$ cat config.mk
export PLATFORM = sky130hd
export DESIGN_NAME = cfsp_top
export DESIGN_NICKNAME = d
export VERILOG_FILES = /design/src/hdl/cfsp_pkg.sv /design/src/hdl/cfsp_top.sv
export VERILOG_INCLUDE_DIRS = /design/src /design/src/hdl
export SDC_FILE = /design/constraint.sdc
export NUM_CORES = 1
export LEC_CHECK = 0
export BUFFER_PORTS_ARGS = -buffer_cell sky130_fd_sc_hd__buf_4
export CAP_MARGIN = 20
export CELL_PAD_IN_SITES_DETAIL_PLACEMENT = 2
export CELL_PAD_IN_SITES_GLOBAL_PLACEMENT = 2
export CORE_UTILIZATION = 41
export CTS_CLUSTER_DIAMETER = 50
export CTS_CLUSTER_SIZE = 16
export DETAILED_ROUTE_END_ITERATION = 8
export PLACE_DENSITY = 0.94
export SLEW_MARGIN = 20
export SYNTH_ARGS = -nofsm -noshare
export SYNTH_HDL_FRONTEND = slang
export SYNTH_SLANG_ARGS = --single-unit
$ cat constraint.sdc
create_clock -name pclk -period 12.7 [get_ports pclk]
set_input_delay 1.27 -clock pclk [delete_from_list [all_inputs] [get_ports pclk]]
set_output_delay 1.27 -clock pclk [all_outputs]
set_load 0.1 [all_outputs]
$ cat src/hdl/cfsp_cfg.svh
// register offsets, field positions, reset values and timing counts
// assumes: included by the top module only
`ifndef CFSP_CFG_SVH
`define CFSP_CFG_SVH
`define CFSP_OFF_CTRL        8'h00
`define CFSP_OFF_LEVELS      8'h04
`define CFSP_OFF_BASE        8'h08
`define CFSP_OFF_MAXLVL      8'h0C
`define CFSP_OFF_WRAP        8'h10
`define CFSP_OFF_MINF        8'h14
`define CFSP_OFF_ERR         8'h18
`define CFSP_OFF_EFF         8'h1C
`define CFSP_CTRL_SEAMLESS   0
`define CFSP_CTRL_FIXED      1
`define CFSP_CTRL_RECT       2
`define CFSP_CTRL_FWDCOMPAT  3
`define CFSP_CTRL_CUBE_EN    4
`define CFSP_CTRL_DEPTH_OVR  5
`define CFSP_CTRL_DEPTH_SEL  7:6
`define CFSP_WRAP_S          2:0
`define CFSP_WRAP_T          5:3
`define CFSP_WRAP_R          8:6
`define CFSP_ERR_ENUM        0
`define CFSP_ERR_VALUE       1
`define CFSP_EFF_BASE        4:0
`define CFSP_EFF_MAX         12:8
`define CFSP_EFF_DEPTH       17:16
`define CFSP_RST_CTRL        8'h00
`define CFSP_RST_LEVELS      5'h01
`define CFSP_RST_BASE        5'h00
`define CFSP_RST_MAXLVL      5'h1F
`define CFSP_RST_WRAP        9'h092
`define CFSP_RST_MINF        3'h4
`define CFSP_DIV_LAST        5'h0F
`define CFSP_THIRD           16'h5556
`endif

$ cat src/hdl/cfsp_pkg.sv
// types shared by the cube face select and parameter check block
// assumes: cfsp_cfg.svh on the include path
`default_nettype none
package cfsp_pkg;
	typedef enum logic [1:0] {
		CFSP_IDLE = 2'b00,
		CFSP_DIV  = 2'b01,
		CFSP_DONE = 2'b10
	} cfsp_fsm_t;
	typedef enum logic [2:0] {
		CFSP_CLAMP_WRAP        = 3'h0,
		CFSP_EDGE_CLAMP_WRAP   = 3'h1,
		CFSP_REPEAT_WRAP       = 3'h2,
		CFSP_BORDER_CLAMP_WRAP = 3'h3,
		CFSP_MIRROR_WRAP       = 3'h4
	} cfsp_wrap_t;
	typedef enum logic [2:0] {
		CFSP_PX = 3'h0,
		CFSP_NX = 3'h1,
		CFSP_PY = 3'h2,
		CFSP_NY = 3'h3,
		CFSP_PZ = 3'h4,
		CFSP_NZ = 3'h5
	} cfsp_face_t;
	typedef enum logic [1:0] {
		CFSP_DEPTH_LUM   = 2'h0,
		CFSP_DEPTH_RED   = 2'h1,
		CFSP_DEPTH_INT   = 2'h2,
		CFSP_DEPTH_ALPHA = 2'h3
	} cfsp_depth_t;
	typedef struct packed {
		logic        psel;
		logic        penable;
		logic        pwrite;
		logic [7:0]  paddr;
		logic [31:0] pwdata;
	} cfsp_apb_req_t;
	typedef struct packed {
		logic [31:0] prdata;
		logic        pready;
		logic        pslverr;
	} cfsp_apb_rsp_t;
	typedef struct packed {
		logic signed [15:0] x;
		logic signed [15:0] y;
		logic signed [15:0] z;
	} cfsp_dir_t;
	typedef struct packed {
		cfsp_face_t        face;
		logic signed [16:0] sc;
		logic signed [16:0] tc;
		logic [16:0]       ama;
	} cfsp_sel_t;
	typedef struct packed {
		cfsp_face_t  face;
		logic [16:0] s;
		logic [16:0] t;
		cfsp_face_t  nb_s_hi;
		cfsp_face_t  nb_s_lo;
		cfsp_face_t  nb_t_hi;
		cfsp_face_t  nb_t_lo;
	} cfsp_coord_t;
	typedef struct packed {
		logic        valid;
		logic [31:0] a;
		logic [31:0] b;
		logic [31:0] c;
	} cfsp_corner_t;
	typedef struct packed {
		logic [4:0]  eff_base;
		logic [4:0]  eff_max;
		cfsp_depth_t depth;
		logic        seamless;
		cfsp_wrap_t  wrap_s;
		cfsp_wrap_t  wrap_t;
		cfsp_wrap_t  wrap_r;
		logic [2:0]  min_filter;
	} cfsp_param_t;
	typedef struct packed {
		logic [7:0]    ctrl;
		logic [4:0]    levels;
		logic [4:0]    base;
		logic [4:0]    maxlvl;
		logic [8:0]    wrap;
		logic [2:0]    minf;
		logic [1:0]    err;
		cfsp_apb_rsp_t rsp;
		cfsp_fsm_t     fsm;
		logic [4:0]    cnt;
		logic [17:0]   den;
		logic [17:0]   rem_s;
		logic [17:0]   rem_t;
		logic [16:0]   q_s;
		logic [16:0]   q_t;
		logic          in_ready;
		cfsp_coord_t   out;
		logic          out_valid;
		logic          cor_valid;
		logic [31:0]   cor_texel;
		cfsp_param_t   param;
	} cfsp_state_t;
endpackage
`default_nettype wire

$ cat src/hdl/cfsp_top.sv
// cube face select, seamless cube wrap control and texture parameter check
// assumes: APB master on pclk, fragment source and sink with valid/ready
//
// Local design decisions: register access over APB and the register addresses.
`include "cfsp_cfg.svh"
`default_nettype none
module cfsp_top (
	input  wire logic                   pclk,
	input  wire logic                   presetn,
	input  wire cfsp_pkg::cfsp_apb_req_t apb_req,
	output var  cfsp_pkg::cfsp_apb_rsp_t apb_rsp,
	input  wire cfsp_pkg::cfsp_dir_t     frag_dir,
	input  wire logic                   frag_valid,
	output logic                        frag_ready,
	output var  cfsp_pkg::cfsp_coord_t   cube_out,
	output logic                        cube_valid,
	input  wire logic                   cube_ready,
	input  wire cfsp_pkg::cfsp_corner_t  corner_in,
	output logic                        corner_valid,
	output logic [31:0]                 corner_texel,
	output var  cfsp_pkg::cfsp_param_t   param_out
);
	import cfsp_pkg::*;

	cfsp_state_t st_reg;
	cfsp_state_t st_next;
	logic [31:0] lane_mean;

	// four byte lanes, one mean cell each
	for (genvar g = 0; g < 4; g++) begin : g_lane
		cfsp_lane_mean i_cfsp_lane_mean (
			.a    (corner_in.a[g*8 +: 8]),
			.b    (corner_in.b[g*8 +: 8]),
			.c    (corner_in.c[g*8 +: 8]),
			.mean (lane_mean[g*8 +: 8])
		);
	end

	// tie rule depends only on the three components
	function automatic cfsp_sel_t cfsp_select(input cfsp_dir_t d);
		logic signed [16:0] x;
		logic signed [16:0] y;
		logic signed [16:0] z;
		logic [16:0]        ax;
		logic [16:0]        ay;
		logic [16:0]        az;
		cfsp_sel_t          r;
		// 17 bits so that the most negative input has a magnitude
		x = {d.x[15], d.x};
		y = {d.y[15], d.y};
		z = {d.z[15], d.z};
		ax = x[16] ? 17'(-x) : 17'(x);
		ay = y[16] ? 17'(-y) : 17'(y);
		az = z[16] ? 17'(-z) : 17'(z);
		if (az >= ay && az >= ax) begin
			r.ama  = az;
			r.face = z[16] ? CFSP_NZ : CFSP_PZ;
			r.sc   = z[16] ? -x : x;
			r.tc   = -y;
		end else if (ay >= ax) begin
			r.ama  = ay;
			r.face = y[16] ? CFSP_NY : CFSP_PY;
			r.sc   = x;
			r.tc   = y[16] ? -z : z;
		end else begin
			r.ama  = ax;
			r.face = x[16] ? CFSP_NX : CFSP_PX;
			r.sc   = x[16] ? z : -z;
			r.tc   = -y;
		end
		return r;
	endfunction

	// neighbours across the s high, s low, t high and t low edges
	function automatic logic [11:0] cfsp_nbr(input cfsp_face_t f);
		case (f)
			CFSP_PX: return {CFSP_NZ, CFSP_PZ, CFSP_NY, CFSP_PY};
			CFSP_NX: return {CFSP_PZ, CFSP_NZ, CFSP_NY, CFSP_PY};
			CFSP_PY: return {CFSP_PX, CFSP_NX, CFSP_PZ, CFSP_NZ};
			CFSP_NY: return {CFSP_PX, CFSP_NX, CFSP_NZ, CFSP_PZ};
			CFSP_PZ: return {CFSP_PX, CFSP_NX, CFSP_NY, CFSP_PY};
			default: return {CFSP_NX, CFSP_PX, CFSP_NY, CFSP_PY};
		endcase
	endfunction

	// one restoring step: {quotient bit, new remainder}
	function automatic logic [18:0] cfsp_step(input logic [17:0] rem, input logic [17:0] den);
		logic [18:0] sh;
		sh = {rem, 1'b0};
		if (sh >= {1'b0, den}) begin
			return {1'b1, 18'(sh - {1'b0, den})};
		end else begin
			return {1'b0, sh[17:0]};
		end
	endfunction

	function automatic logic wrap_is_rep(input logic [2:0] w);
		return (w == CFSP_REPEAT_WRAP) || (w == CFSP_MIRROR_WRAP);
	endfunction

	always_comb begin
		cfsp_sel_t   sel;
		logic [17:0] num;
		logic [18:0] ns;
		logic [18:0] nt;
		logic        wr;
		logic        rect;
		logic [1:0]  err_set;
		logic [1:0]  err_clr;
		logic [4:0]  lvlm1;
		logic [4:0]  eb;
		sel     = cfsp_select(frag_dir);
		num     = 18'($signed({sel.sc[16], sel.sc}) + $signed({1'b0, sel.ama}));
		ns      = cfsp_step(st_reg.rem_s, st_reg.den);
		nt      = cfsp_step(st_reg.rem_t, st_reg.den);
		wr      = apb_req.psel & apb_req.penable & st_reg.rsp.pready & apb_req.pwrite;
		rect    = st_reg.ctrl[`CFSP_CTRL_RECT];
		err_set = 2'h0;
		err_clr = 2'h0;
		lvlm1   = 5'h00;
		eb      = 5'h00;
		st_next = st_reg;

		// register access: zero wait, read data caught in the setup cycle
		st_next.rsp.pready  = apb_req.psel & ~apb_req.penable;
		st_next.rsp.pslverr = 1'b0;
		if (apb_req.psel && !apb_req.penable) begin
			case (apb_req.paddr)
				`CFSP_OFF_CTRL:   st_next.rsp.prdata = {24'h000000, st_reg.ctrl};
				`CFSP_OFF_LEVELS: st_next.rsp.prdata = {27'h0000000, st_reg.levels};
				`CFSP_OFF_BASE:   st_next.rsp.prdata = {27'h0000000, st_reg.base};
				`CFSP_OFF_MAXLVL: st_next.rsp.prdata = {27'h0000000, st_reg.maxlvl};
				`CFSP_OFF_WRAP:   st_next.rsp.prdata = {23'h000000, st_reg.wrap};
				`CFSP_OFF_MINF:   st_next.rsp.prdata = {29'h00000000, st_reg.minf};
				`CFSP_OFF_ERR:    st_next.rsp.prdata = {30'h00000000, st_reg.err};
				`CFSP_OFF_EFF: begin
					st_next.rsp.prdata = 32'h00000000;
					st_next.rsp.prdata[`CFSP_EFF_BASE]  = st_reg.param.eff_base;
					st_next.rsp.prdata[`CFSP_EFF_MAX]   = st_reg.param.eff_max;
					st_next.rsp.prdata[`CFSP_EFF_DEPTH] = st_reg.param.depth;
				end
				default: begin
					st_next.rsp.prdata  = 32'h00000000;
					st_next.rsp.pslverr = 1'b1;
				end
			endcase
		end

		if (wr) begin
			case (apb_req.paddr)
				`CFSP_OFF_CTRL:   st_next.ctrl = apb_req.pwdata[7:0];
				`CFSP_OFF_LEVELS: st_next.levels = apb_req.pwdata[4:0];
				`CFSP_OFF_MAXLVL: st_next.maxlvl = apb_req.pwdata[4:0];
				`CFSP_OFF_BASE: begin
					if (rect && apb_req.pwdata != 32'h00000000) begin
						err_set[`CFSP_ERR_VALUE] = 1'b1;
					end else begin
						st_next.base = apb_req.pwdata[4:0];
					end
				end
				`CFSP_OFF_WRAP: begin
					if (rect && (wrap_is_rep(apb_req.pwdata[`CFSP_WRAP_S]) ||
							wrap_is_rep(apb_req.pwdata[`CFSP_WRAP_T]) ||
							wrap_is_rep(apb_req.pwdata[`CFSP_WRAP_R]))) begin
						err_set[`CFSP_ERR_ENUM] = 1'b1;
					end else begin
						st_next.wrap = apb_req.pwdata[8:0];
					end
				end
				`CFSP_OFF_MINF: begin
					if (rect && apb_req.pwdata[31:1] != 31'h00000000) begin
						err_set[`CFSP_ERR_ENUM] = 1'b1;
					end else begin
						st_next.minf = apb_req.pwdata[2:0];
					end
				end
				`CFSP_OFF_ERR: err_clr = apb_req.pwdata[1:0];
				default: ;
			endcase
		end
		// an error raised in the cycle it is cleared survives
		st_next.err = (st_reg.err & ~err_clr) | err_set;

		// effective levels and shared sampling state, one set for all faces
		lvlm1 = (st_next.levels == 5'h00) ? 5'h00 : 5'(st_next.levels - 5'h01);
		eb    = st_next.base;
		st_next.param.eff_max = st_next.maxlvl;
		if (st_next.ctrl[`CFSP_CTRL_FIXED]) begin
			eb = (st_next.base > lvlm1) ? lvlm1 : st_next.base;
			if (st_next.maxlvl < eb) begin
				st_next.param.eff_max = eb;
			end else if (st_next.maxlvl > lvlm1) begin
				st_next.param.eff_max = lvlm1;
			end
		end
		st_next.param.eff_base   = eb;
		st_next.param.min_filter = st_next.minf;
		st_next.param.seamless   = st_next.ctrl[`CFSP_CTRL_SEAMLESS];
		if (st_next.ctrl[`CFSP_CTRL_DEPTH_OVR]) begin
			st_next.param.depth = cfsp_depth_t'(st_next.ctrl[`CFSP_CTRL_DEPTH_SEL]);
		end else begin
			st_next.param.depth = st_next.ctrl[`CFSP_CTRL_FWDCOMPAT] ? CFSP_DEPTH_RED : CFSP_DEPTH_LUM;
		end
		if (st_next.ctrl[`CFSP_CTRL_SEAMLESS]) begin
			// filter bit 0 marks linear within a level
			if (st_next.minf[0]) begin
				st_next.param.wrap_s = CFSP_BORDER_CLAMP_WRAP;
				st_next.param.wrap_t = CFSP_BORDER_CLAMP_WRAP;
				st_next.param.wrap_r = CFSP_BORDER_CLAMP_WRAP;
			end else begin
				st_next.param.wrap_s = CFSP_EDGE_CLAMP_WRAP;
				st_next.param.wrap_t = CFSP_EDGE_CLAMP_WRAP;
				st_next.param.wrap_r = CFSP_EDGE_CLAMP_WRAP;
			end
		end else begin
			st_next.param.wrap_s = cfsp_wrap_t'(st_next.wrap[`CFSP_WRAP_S]);
			st_next.param.wrap_t = cfsp_wrap_t'(st_next.wrap[`CFSP_WRAP_T]);
			st_next.param.wrap_r = cfsp_wrap_t'(st_next.wrap[`CFSP_WRAP_R]);
		end

		// per-fragment face select and serial divide, 16 fraction bits
		case (st_reg.fsm)
			CFSP_IDLE: begin
				if (frag_valid && st_reg.in_ready) begin
					st_next.out.face = sel.face;
					{st_next.out.nb_s_hi, st_next.out.nb_s_lo,
						st_next.out.nb_t_hi, st_next.out.nb_t_lo} = cfsp_nbr(sel.face);
					st_next.den = {sel.ama, 1'b0};
					// s = (sc + |ma|) / (2|ma|), integer bit set only at s = 1
					if (num >= {sel.ama, 1'b0}) begin
						st_next.q_s   = 17'h10000;
						st_next.rem_s = 18'(num - {sel.ama, 1'b0});
					end else begin
						st_next.q_s   = 17'h00000;
						st_next.rem_s = num;
					end
					num = 18'($signed({sel.tc[16], sel.tc}) + $signed({1'b0, sel.ama}));
					if (num >= {sel.ama, 1'b0}) begin
						st_next.q_t   = 17'h10000;
						st_next.rem_t = 18'(num - {sel.ama, 1'b0});
					end else begin
						st_next.q_t   = 17'h00000;
						st_next.rem_t = num;
					end
					st_next.cnt = 5'h00;
					st_next.fsm = CFSP_DIV;
				end
			end
			CFSP_DIV: begin
				st_next.rem_s = ns[17:0];
				st_next.rem_t = nt[17:0];
				st_next.q_s   = {st_reg.q_s[16], st_reg.q_s[14:0], ns[18]};
				st_next.q_t   = {st_reg.q_t[16], st_reg.q_t[14:0], nt[18]};
				st_next.cnt   = 5'(st_reg.cnt + 5'h01);
				if (st_reg.cnt == `CFSP_DIV_LAST) begin
					// a zero vector has no face; give the centre-free origin
					st_next.out.s     = (st_reg.den == 18'h00000) ? 17'h00000 : st_next.q_s;
					st_next.out.t     = (st_reg.den == 18'h00000) ? 17'h00000 : st_next.q_t;
					st_next.out_valid = 1'b1;
					st_next.fsm       = CFSP_DONE;
				end
			end
			CFSP_DONE: begin
				if (cube_ready) begin
					st_next.out_valid = 1'b0;
					st_next.fsm       = CFSP_IDLE;
				end
			end
			default: st_next.fsm = CFSP_IDLE;
		endcase
		st_next.in_ready = (st_next.fsm == CFSP_IDLE) & st_next.ctrl[`CFSP_CTRL_CUBE_EN];

		// corner texel: lane means are combinational, caught here so the output is a flop
		st_next.cor_valid = corner_in.valid;
		if (corner_in.valid) begin
			st_next.cor_texel = lane_mean;
		end
	end

	always_ff @(posedge pclk or negedge presetn) begin
		if (!presetn) begin
			st_reg        <= '0;
			st_reg.ctrl   <= `CFSP_RST_CTRL;
			st_reg.levels <= `CFSP_RST_LEVELS;
			st_reg.base   <= `CFSP_RST_BASE;
			st_reg.maxlvl <= `CFSP_RST_MAXLVL;
			st_reg.wrap   <= `CFSP_RST_WRAP;
			st_reg.minf   <= `CFSP_RST_MINF;
			st_reg.fsm    <= CFSP_IDLE;
			st_reg.param.wrap_s     <= CFSP_REPEAT_WRAP;
			st_reg.param.wrap_t     <= CFSP_REPEAT_WRAP;
			st_reg.param.wrap_r     <= CFSP_REPEAT_WRAP;
			st_reg.param.min_filter <= `CFSP_RST_MINF;
		end else begin
			st_reg <= st_next;
		end
	end

	assign apb_rsp      = st_reg.rsp;
	assign frag_ready   = st_reg.in_ready;
	assign cube_out     = st_reg.out;
	assign cube_valid   = st_reg.out_valid;
	assign corner_valid = st_reg.cor_valid;
	assign corner_texel = st_reg.cor_texel;
	assign param_out    = st_reg.param;
endmodule

// one byte lane of the corner texel: floor of the mean of three samples
module cfsp_lane_mean #(
	parameter int LANE_W = 8
) (
	input  wire logic [LANE_W-1:0] a,
	input  wire logic [LANE_W-1:0] b,
	input  wire logic [LANE_W-1:0] c,
	output logic      [LANE_W-1:0] mean
);
	logic [LANE_W+1:0]  sum;
	logic [LANE_W+17:0] prod;
	// x/3 as x*0x5556>>16: no divider, and exact when all three samples agree
	assign sum  = {2'b00, a} + {2'b00, b} + {2'b00, c};
	assign prod = {{16{1'b0}}, sum} * {{(LANE_W+2){1'b0}}, `CFSP_THIRD};
	assign mean = prod[LANE_W+15:16];
endmodule
`default_nettype wire

# After elaboration in Yosys (flattened, before gate mapping)
# Index checks and enable logic that the tools add are counted.
# word_totals
memories,0
register_bits,269
rom_bits,0
ramBits,0
word_cells,196
latch_bits,0
# op_classes
n_shift,0
muxes,60
reduce_logical,30
magnitude_cmp,10
n_bitwise,11
mul,4
n_eq_ne,23
div_mod_pow,0
n_addsub,19
# ops
op,n
$mux W17,10
$pmux W18 S8,1
$pmux W70 S2,1
$mux W95,1
$mul A10 B14 Y23 const B,4
$sub A18 B18 Y18,4
$pmux W12 S5,1
$mux W54,1
$mux W53,1
$ge A17 B17 Y1,3
$neg A16 Y17,3
$mux W5,10
$add A10 B8 Y10,4
$ge A19 B18 Y1,2
$mux W19,2
$add A17 B18 Y18,2
$add A8 B8 Y9,4
$ge A18 B18 Y1,2
$mux W18,2
$mux W35,1
$eq A8 B5 Y1 const B,4
$reduce_bool A32 Y1,1
$reduce_bool A31 Y1,1
$mux W9,3
37 further kinds,89

# Depth between registers and ports, before layout
# Gate-level depths: netlist (run 1).
# depth
word_depth,15
depth_mapped,45
mapped_depth_nobuf,43

# Cells and area by module
# A second synthesis (run 1) with hierarchy kept.
# unflattened
hier_cells,3457
area_unflattened_um2,30944.7
# modules_own_cells
module,instances,cells_per_inst,seq_area_each_um2,area_per_inst_um2
cfsp_top,1,2301,6147.1,20519.7
cfsp_lane_mean (g_lane[0].i_cfsp_lane_mean ...),2,292,0.0,2621.3
cfsp_lane_mean (g_lane[1].i_cfsp_lane_mean),1,286,0.0,2598.7
cfsp_lane_mean (g_lane[3].i_cfsp_lane_mean),1,286,0.0,2583.7

# Worst setup path before layout (run 1)
# Ideal clock, no wire load.
# synth_timing
path_type,input port to flip-flop
from,in frag_dir[32] (netlist bit)
to,reg st_reg[154] (netlist bit)
cell_stages,38
setup_slack_ps,2295
t_arrival_ps,10279
t_required_ps,12574
cell_sequence,inv_1 ha_1 or4b_4 or2_2 or3_1 or3_1 nand2_1 xor2_1 ha_1 a21o_1 a21o_1 a21o_1 a311o_2 a2111oi_2 nor2_4 buf_2 mux2_2 nand2_1 [... 2 more ...] ha_1 a21o_1 a21oi_1 o21bai_1 a2111oi_0 o31a_1 o211ai_1 a21oi_1 xnor2_1 ha_1 nand2_1 or3_1 nor4_1 nor3_1 a21oi_1 buf_1 mux2_2 a221o_1
# synth_via
elab_chain_len,10
elab_cells_between_ends,13
# synth_rtl
item,line_no,text
"start, declared",cfsp_top.sv:12,"input wire cfsp_pkg::cfsp_dir_t frag_dir,"
$neg A16 Y17,cfsp_top.sv:52,ax = x[16] ? 17'(-x) : 17'(x);
$mux W17 *,cfsp_top.sv:52,
$ge A17 B17 Y1 (on tied branches),"cfsp_top.sv:60, cfsp_top.sv:55",
$mux W53 or $logic_and A1 B1 Y1 (tied branches),"cfsp_top.sv:60, cfsp_top.sv:55",
$mux W54 *,cfsp_top.sv:55,if (az >= ay && az >= ax) begin
$add A17 B18 Y18,cfsp_top.sv:237,"num = 18'($signed({sel.tc[16], sel.tc}) + $signed({1'b0, sel.ama}));"
$sub A18 B18 Y18 or $ge A18 B18 Y1 (tied branches),"cfsp_top.sv:240, cfsp_top.sv:238",
$mux W18 *,cfsp_top.sv:238,"if (num >= {sel.ama, 1'b0}) begin"
$mux W95 *,cfsp_top.sv:224,if (frag_valid && st_reg.in_ready) begin
$pmux W70 S2 *,cfsp_top.sv:222,case (st_reg.fsm)
"end signal, assigned",cfsp_top.sv:295,st_reg <= st_next;
"end, declared",cfsp_top.sv:25,cfsp_state_t st_reg;
# Every way passes the cells marked *; elsewhere a longest branch is shown, timed or not. The select of a mux whose other input is x is not followed.
# A chain may end at the register's enable or synchronous reset.

# Worst setup path in the final report (run 1)
# layout_timing
from,in frag_dir[32] (netlist bit)
to,reg st_reg[151] (netlist bit)
# Same word-level chain as after synthesis.

==> impl_metrics.toml, run 1 <==
[yosys]
ys.flop_type = "dfrtp_1"
ys_types = 97
synth_seq_cells = 245
synthCells = 3363
ys_seq_area_share_pct = 20.4
synth_area_per_cell_um2 = 8.94
netlist_area_um2 = 30100
ys_warn_count = 0
synthArstFlopShare_pct = 100
synth_edf_count = 0

[sta]
period_share_pct = 94.5
tightest_slew_ns = 1.08
slew_headroom_pct = 27.1
tns_ns = 0
rsz0062_at_grt = "no"
setup_viol = 0
drv_slew = 0
post-route-min-period_ns = 12.01
fin_skew_ns = 0.0376
hold_viol = 0
setup_ws_ns = 0.693
max_freq_ghz = 0.0833

[global_route]
grt_pass1_wl_mm = 199
grt_pass1_vias = 32300
antenna_found_initial = 0
grt_use_total_pct = 34.6
gr-total-overflow = 0
grt_max_degree = 99

[final_layout]
area.growth.synth_to_final_pct = 12.2
fin_cells = 4497
layout_common_cells = "ha_1, inv_1, buf_4, nand2_1, dfrtp_1"
largest_register_ff_count = 126
fin_util_pct = 46.9
drive_above_1_share_pct = 15.5
final_common_cell = "ha_1"
fin_nets = 4324
num_antenna_cells = 0

[critical_path]
rr_worst_depth = 19
r2r-end = "param_out[15]"
timing.critical_path.from = "frag_dir[32]"
critPathArrivalTime_ns = 12.38
path_max_fanout = 11
r2r_start = "apb_rsp[1]"
slowest_stage = "a2111oi_0"
max_stage_delay_ns = 0.68
cp.required_ns = 13.07
end_kind = "register"
crit_path_start_kind = "primary input"
regToRegSetupSlack_ns = 7.02
critPathKind = "in2reg"

[placed_design]
gp_congestion = 0.907
place_ws_ns = 0.586
dpl.hpwl_mm = 93.2
placed_cells = 4433
port_buffers = 315

[clocking]
cts_root_buffer = "clkbuf_16"
cts_hold_buf = 0
cts_resized = 0
ctsLongestPathBuffers = 3
cts_setup_buffers = 0
clk_pin_slew_worst_paths_ns = 0.07
cts_tree = "built"
numClockSinks = 245
clkLatencyLatePin_ns = 0.57
cts-htree-levels = 2
numCtsBuffers = 35

[drt]
num_vias = 27500
wl_per_cell_um = 28.9
avgViaCountPerCell = 6.11
route.detailed.drc = 0
drt_iter0_drc = 1615
dr.pass1.iters = 5
routed_wirelength_mm = 130
drtAntennaViolNets = 0

[floorplan]
io_pins = 335
die_x_um = 273
rows = 98
core_area_um2 = 72000
fp.dieH_um = 273
dieArea_um2 = 74400
start_util_pct = 41.8

[hold_path]
holdPathEnd = "cube_out[27]"
hp-class = "reg2reg"
whs_path_depth = 1
min_from = "st_reg[123]"

[status]
status = "finished, final reports clean"

[flow_run]
cap_violations = 0
-- worst max-delay path by stage --
stage                        endpoint  slack [ns]  cells past startpoint
after floorplan           st_reg[154]        2.30                     38
after global placement    st_reg[154]        1.16                     38
after detailed placement  st_reg[154]        0.59                     38
after CTS                 st_reg[151]        0.90                     39
after global routing      st_reg[151]        0.34                     39
final                     st_reg[151]        0.69                     39
-- critical path: cells and delay by family --
family / cells / cell delay, ns
simple gates: 12 / 3.40
mux: 2 / 0.63
compound gates: 15 / 4.41
fa+ha+maj: 4 / 1.33
buf+inv: 4 / 0.89
xor+xnor: 2 / 0.43
-- area by class of cell --
class	count	area (µm²)
Clock buffer	39	921
Tap cell	950	1190
Multi-Input combinational cell	2488	21000
Timing Repair Buffer	335	2520
Inverter	415	1560
Clock inverter	25	382
Sequential cell	245	6150
Fill cell	7757	38200
-- kinds of logic (layout without fill, tap and decap cells) --
logic type / Yosys count / after routing / share of synthesized area, %
flip-flops: 245 / 245 / 20.4
adder cells (fa/ha/maj): 615 / 615 / 28.9
AO/OA/AOI/OAI: 764 / 764 / 17.1
buffers and inverters: 648 / 814 / 10.0
other: 1 / 19 / 0.0125
XOR/XNOR: 246 / 246 / 7.19
AND/OR/NAND/NOR: 700 / 700 / 11.0
multiplexers: 144 / 144 / 5.25
-- stage by stage --
stage	hold WS [ns]	area [µm²]
detailed placement	0.482	32400
global placement	0.454	32400
CTS	0.502	33700
floorplan	0.440	30100
global route	0.508	33700
finish	0.494	33700
-- cell usage after synthesis, drive strengths merged, types with 19 or more instances --
| library cell | number | area, µm² |
|---|---|---|
| ha | 478 | 5980 |
| inv | 413 | 1550 |
| nand2 | 235 | 882 |
| dfrtp | 232 | 5810 |
| a21oi | 192 | 961 |
| nor2 | 180 | 683 |
| buf | 167 | 1200 |
| xnor2 | 167 | 1460 |
| o21ai | 161 | 810 |
| fa | 134 | 2680 |
| xor2 | 79 | 699 |
| mux2 | 74 | 837 |
| a22o | 73 | 648 |
| a21o | 68 | 510 |
| mux2i | 68 | 697 |
| clkbuf | 66 | 248 |
| nor3 | 52 | 260 |
| o21a | 43 | 323 |
| nand3 | 35 | 175 |
| nand2b | 34 | 213 |
| nor2b | 31 | 201 |
| o21bai | 30 | 225 |
| or3 | 28 | 175 |
| a31oi | 27 | 169 |
| o221ai | 19 | 166 |
| or2 | 19 | 119 |
-- per-layer routing --
layer	vias up	GRT usage [%]	share of wire [%]
met3	522	5.50	4.9
met2	1120	64.4	52
met4	0	21.3	6.6
met5	-	0	0
met1	14000	36.2	36
li1	11800	-	-
Power of run 1 is not shown: default switching activity piles up to over one toggle a cycle in this logic, so the estimate is an artifact.
==> run 2: changes to the inputs <==
--- a/config.mk
+++ b/config.mk
@@ -10,11 +10,11 @@
 export CAP_MARGIN = 20
 export CELL_PAD_IN_SITES_DETAIL_PLACEMENT = 2
 export CELL_PAD_IN_SITES_GLOBAL_PLACEMENT = 2
-export CORE_UTILIZATION = 41
+export CORE_UTILIZATION = 36
 export CTS_CLUSTER_DIAMETER = 50
-export CTS_CLUSTER_SIZE = 16
+export CTS_CLUSTER_SIZE = 40
 export DETAILED_ROUTE_END_ITERATION = 8
-export PLACE_DENSITY = 0.94
+export PLACE_DENSITY = 0.84
 export SLEW_MARGIN = 20
 export SYNTH_ARGS = -nofsm -noshare
 export SYNTH_HDL_FRONTEND = slang
==> run 2 against run 1 <==
Critical path depth unchanged. Clock-buffer cell count unchanged. Final cell count up 2.7%. Die area up 14%. Wire length down 23%. Critical path type unchanged. First-iteration DRC count down 57%. Design area up 0.27%. Non-clock buffer count up 3. Via count down 7.8%. Global-route usage down 11 points.
==> impl_metrics.toml, run 2 (synthesis gave the netlist of run 1 again) <==
[placed_design]
place_ws_ns = 0.736
post_dp_cell_area_um2 = 32600
port_buffers = 315
dpl.hpwl_mm = 82.0
gp_congestion = 0.864

[flow_run]
cap_violations = 0

[clocking]
cts_hold_buf = 0
clk_pin_slew_worst_paths_ns = 0.07
numCtsBuffers = 35
ctsLongestPathBuffers = 3
cts_resized = 0
numClockSinks = 245
cts_root_buffer = "clkbuf_16"
cts_setup_buffers = 0
cts-htree-levels = 2
clkLatencyLatePin_ns = 0.56
cts_tree = "built"

[drt]
drtAntennaViolNets = 0
wl_met1_mm = 41.8
num_vias = 25300
avgViaCountPerCell = 5.48
routed_wirelength_mm = 100
dr_wl_met2_mm = 52.4
top_layer_used = "met4"
wl_per_cell_um = 21.7
route.detailed.drc = 0
drt_iter0_drc = 702
dr.pass1.iters = 5
dr_wl_met3_mm = 2.56

[sta]
setup_viol = 0
hold_viol = 0
rsz0062_at_grt = "no"
drv_slew = 0
tns_ns = 0
slew_headroom_pct = 32.8
post-route-min-period_ns = 11.54
period_share_pct = 90.9
max_freq_ghz = 0.0866
tightest_slew_ns = 1.01
fin_skew_ns = 0.0407
setup_ws_ns = 1.16
hold_slack_ns = 0.489

[critical_path]
r2r-end = "param_out[17]"
slowest_stage = "a2111oi_0"
path_max_fanout = 16
r2r_start = "apb_rsp[1]"
critPathBufInv = 4
cp.required_ns = 13.11
max_stage_delay_ns = 0.73
critPathArrivalTime_ns = 11.96
end_kind = "register"
path_delay_family = "compound AO/OA/AOI/OAI gates"
critPathKind = "in2reg"
crit_path_start_kind = "primary input"
regToRegSetupSlack_ns = 7.45
rr_worst_depth = 19

[floorplan]
rows = 105
fp.dieH_um = 291
dieArea_um2 = 84700
die_x_um = 291
io_pins = 335
core_area_um2 = 82400
start_util_pct = 36.5

[global_route]
grt_max_degree = 111
grt_use_total_pct = 23.7
antenna_found_initial = 0
grt_pass1_vias = 29000
gr-total-overflow = 0
grt_pass1_wl_mm = 161

[final_layout]
final_common_cell = "ha_1"
layout_common_cells = "ha_1, inv_1, buf_4, nand2_1, dfrtp_1"
num_antenna_cells = 0
multi_input_area_um2 = 21000
largest_register_ff_count = 126
fillers = 9100
final-seq-area_um2 = 6150
final_area_um2 = 33800
drive_above_1_share_pct = 15.5
fin_nets = 4327
area.growth.synth_to_final_pct = 12.5

[hold_path]
holdPathEnd = "corner_texel[30]"
min_from = "corner_texel[30]"
whs_path_depth = 2
hp-class = "reg2reg"

[status]
status = "finished, final reports clean"
## run 2: how the worst max path moves through the flow
stage                            start          end  slack, ns  cells past startpoint
final                     frag_dir[32]  st_reg[147]       1.16                     39
after global routing      frag_dir[32]  st_reg[147]       0.64                     39
after CTS                 frag_dir[32]  st_reg[147]       1.27                     39
after detailed placement  frag_dir[32]  st_reg[147]       0.74                     39
after global placement    frag_dir[32]  st_reg[147]       1.21                     39
after floorplan           frag_dir[32]  st_reg[154]       2.30                     38
## run 2: metrics by stage
step / util (%) / std cells
after floorplan: - / 3381
after global placement: 39.6 / 4556
after detailed placement: 39.6 / 4556
after CTS: 41.1 / 4619
after global routing: 41.1 / 4619
final: 41.1 / 4619
## run 2: routing by layer
layer / vias to the layer above / GRT usage [%]
met5: - / 0
met4: 0 / 7.91
met3: 185 / 2.41
met2: 446 / 44.7
met1: 12800 / 27.6
li1: 11800 / -
## run 2: area by class of cell
class,instances,area share (%)
multi-input cells,2488,62.1
clock buffers,39,2.66
clock inverters,24,0.943
repair buffers,338,7.52
inverters,415,4.61
flip-flops and latches,245,18.2
well taps,1070,3.96
## run 2: worst min-delay path: stages, from the launching register on
cell     delay (ns)
dfrtp_1        0.34
nand2_1        0.05
o21ai_0        0.06
Power of run 2 is left out for the same reason.
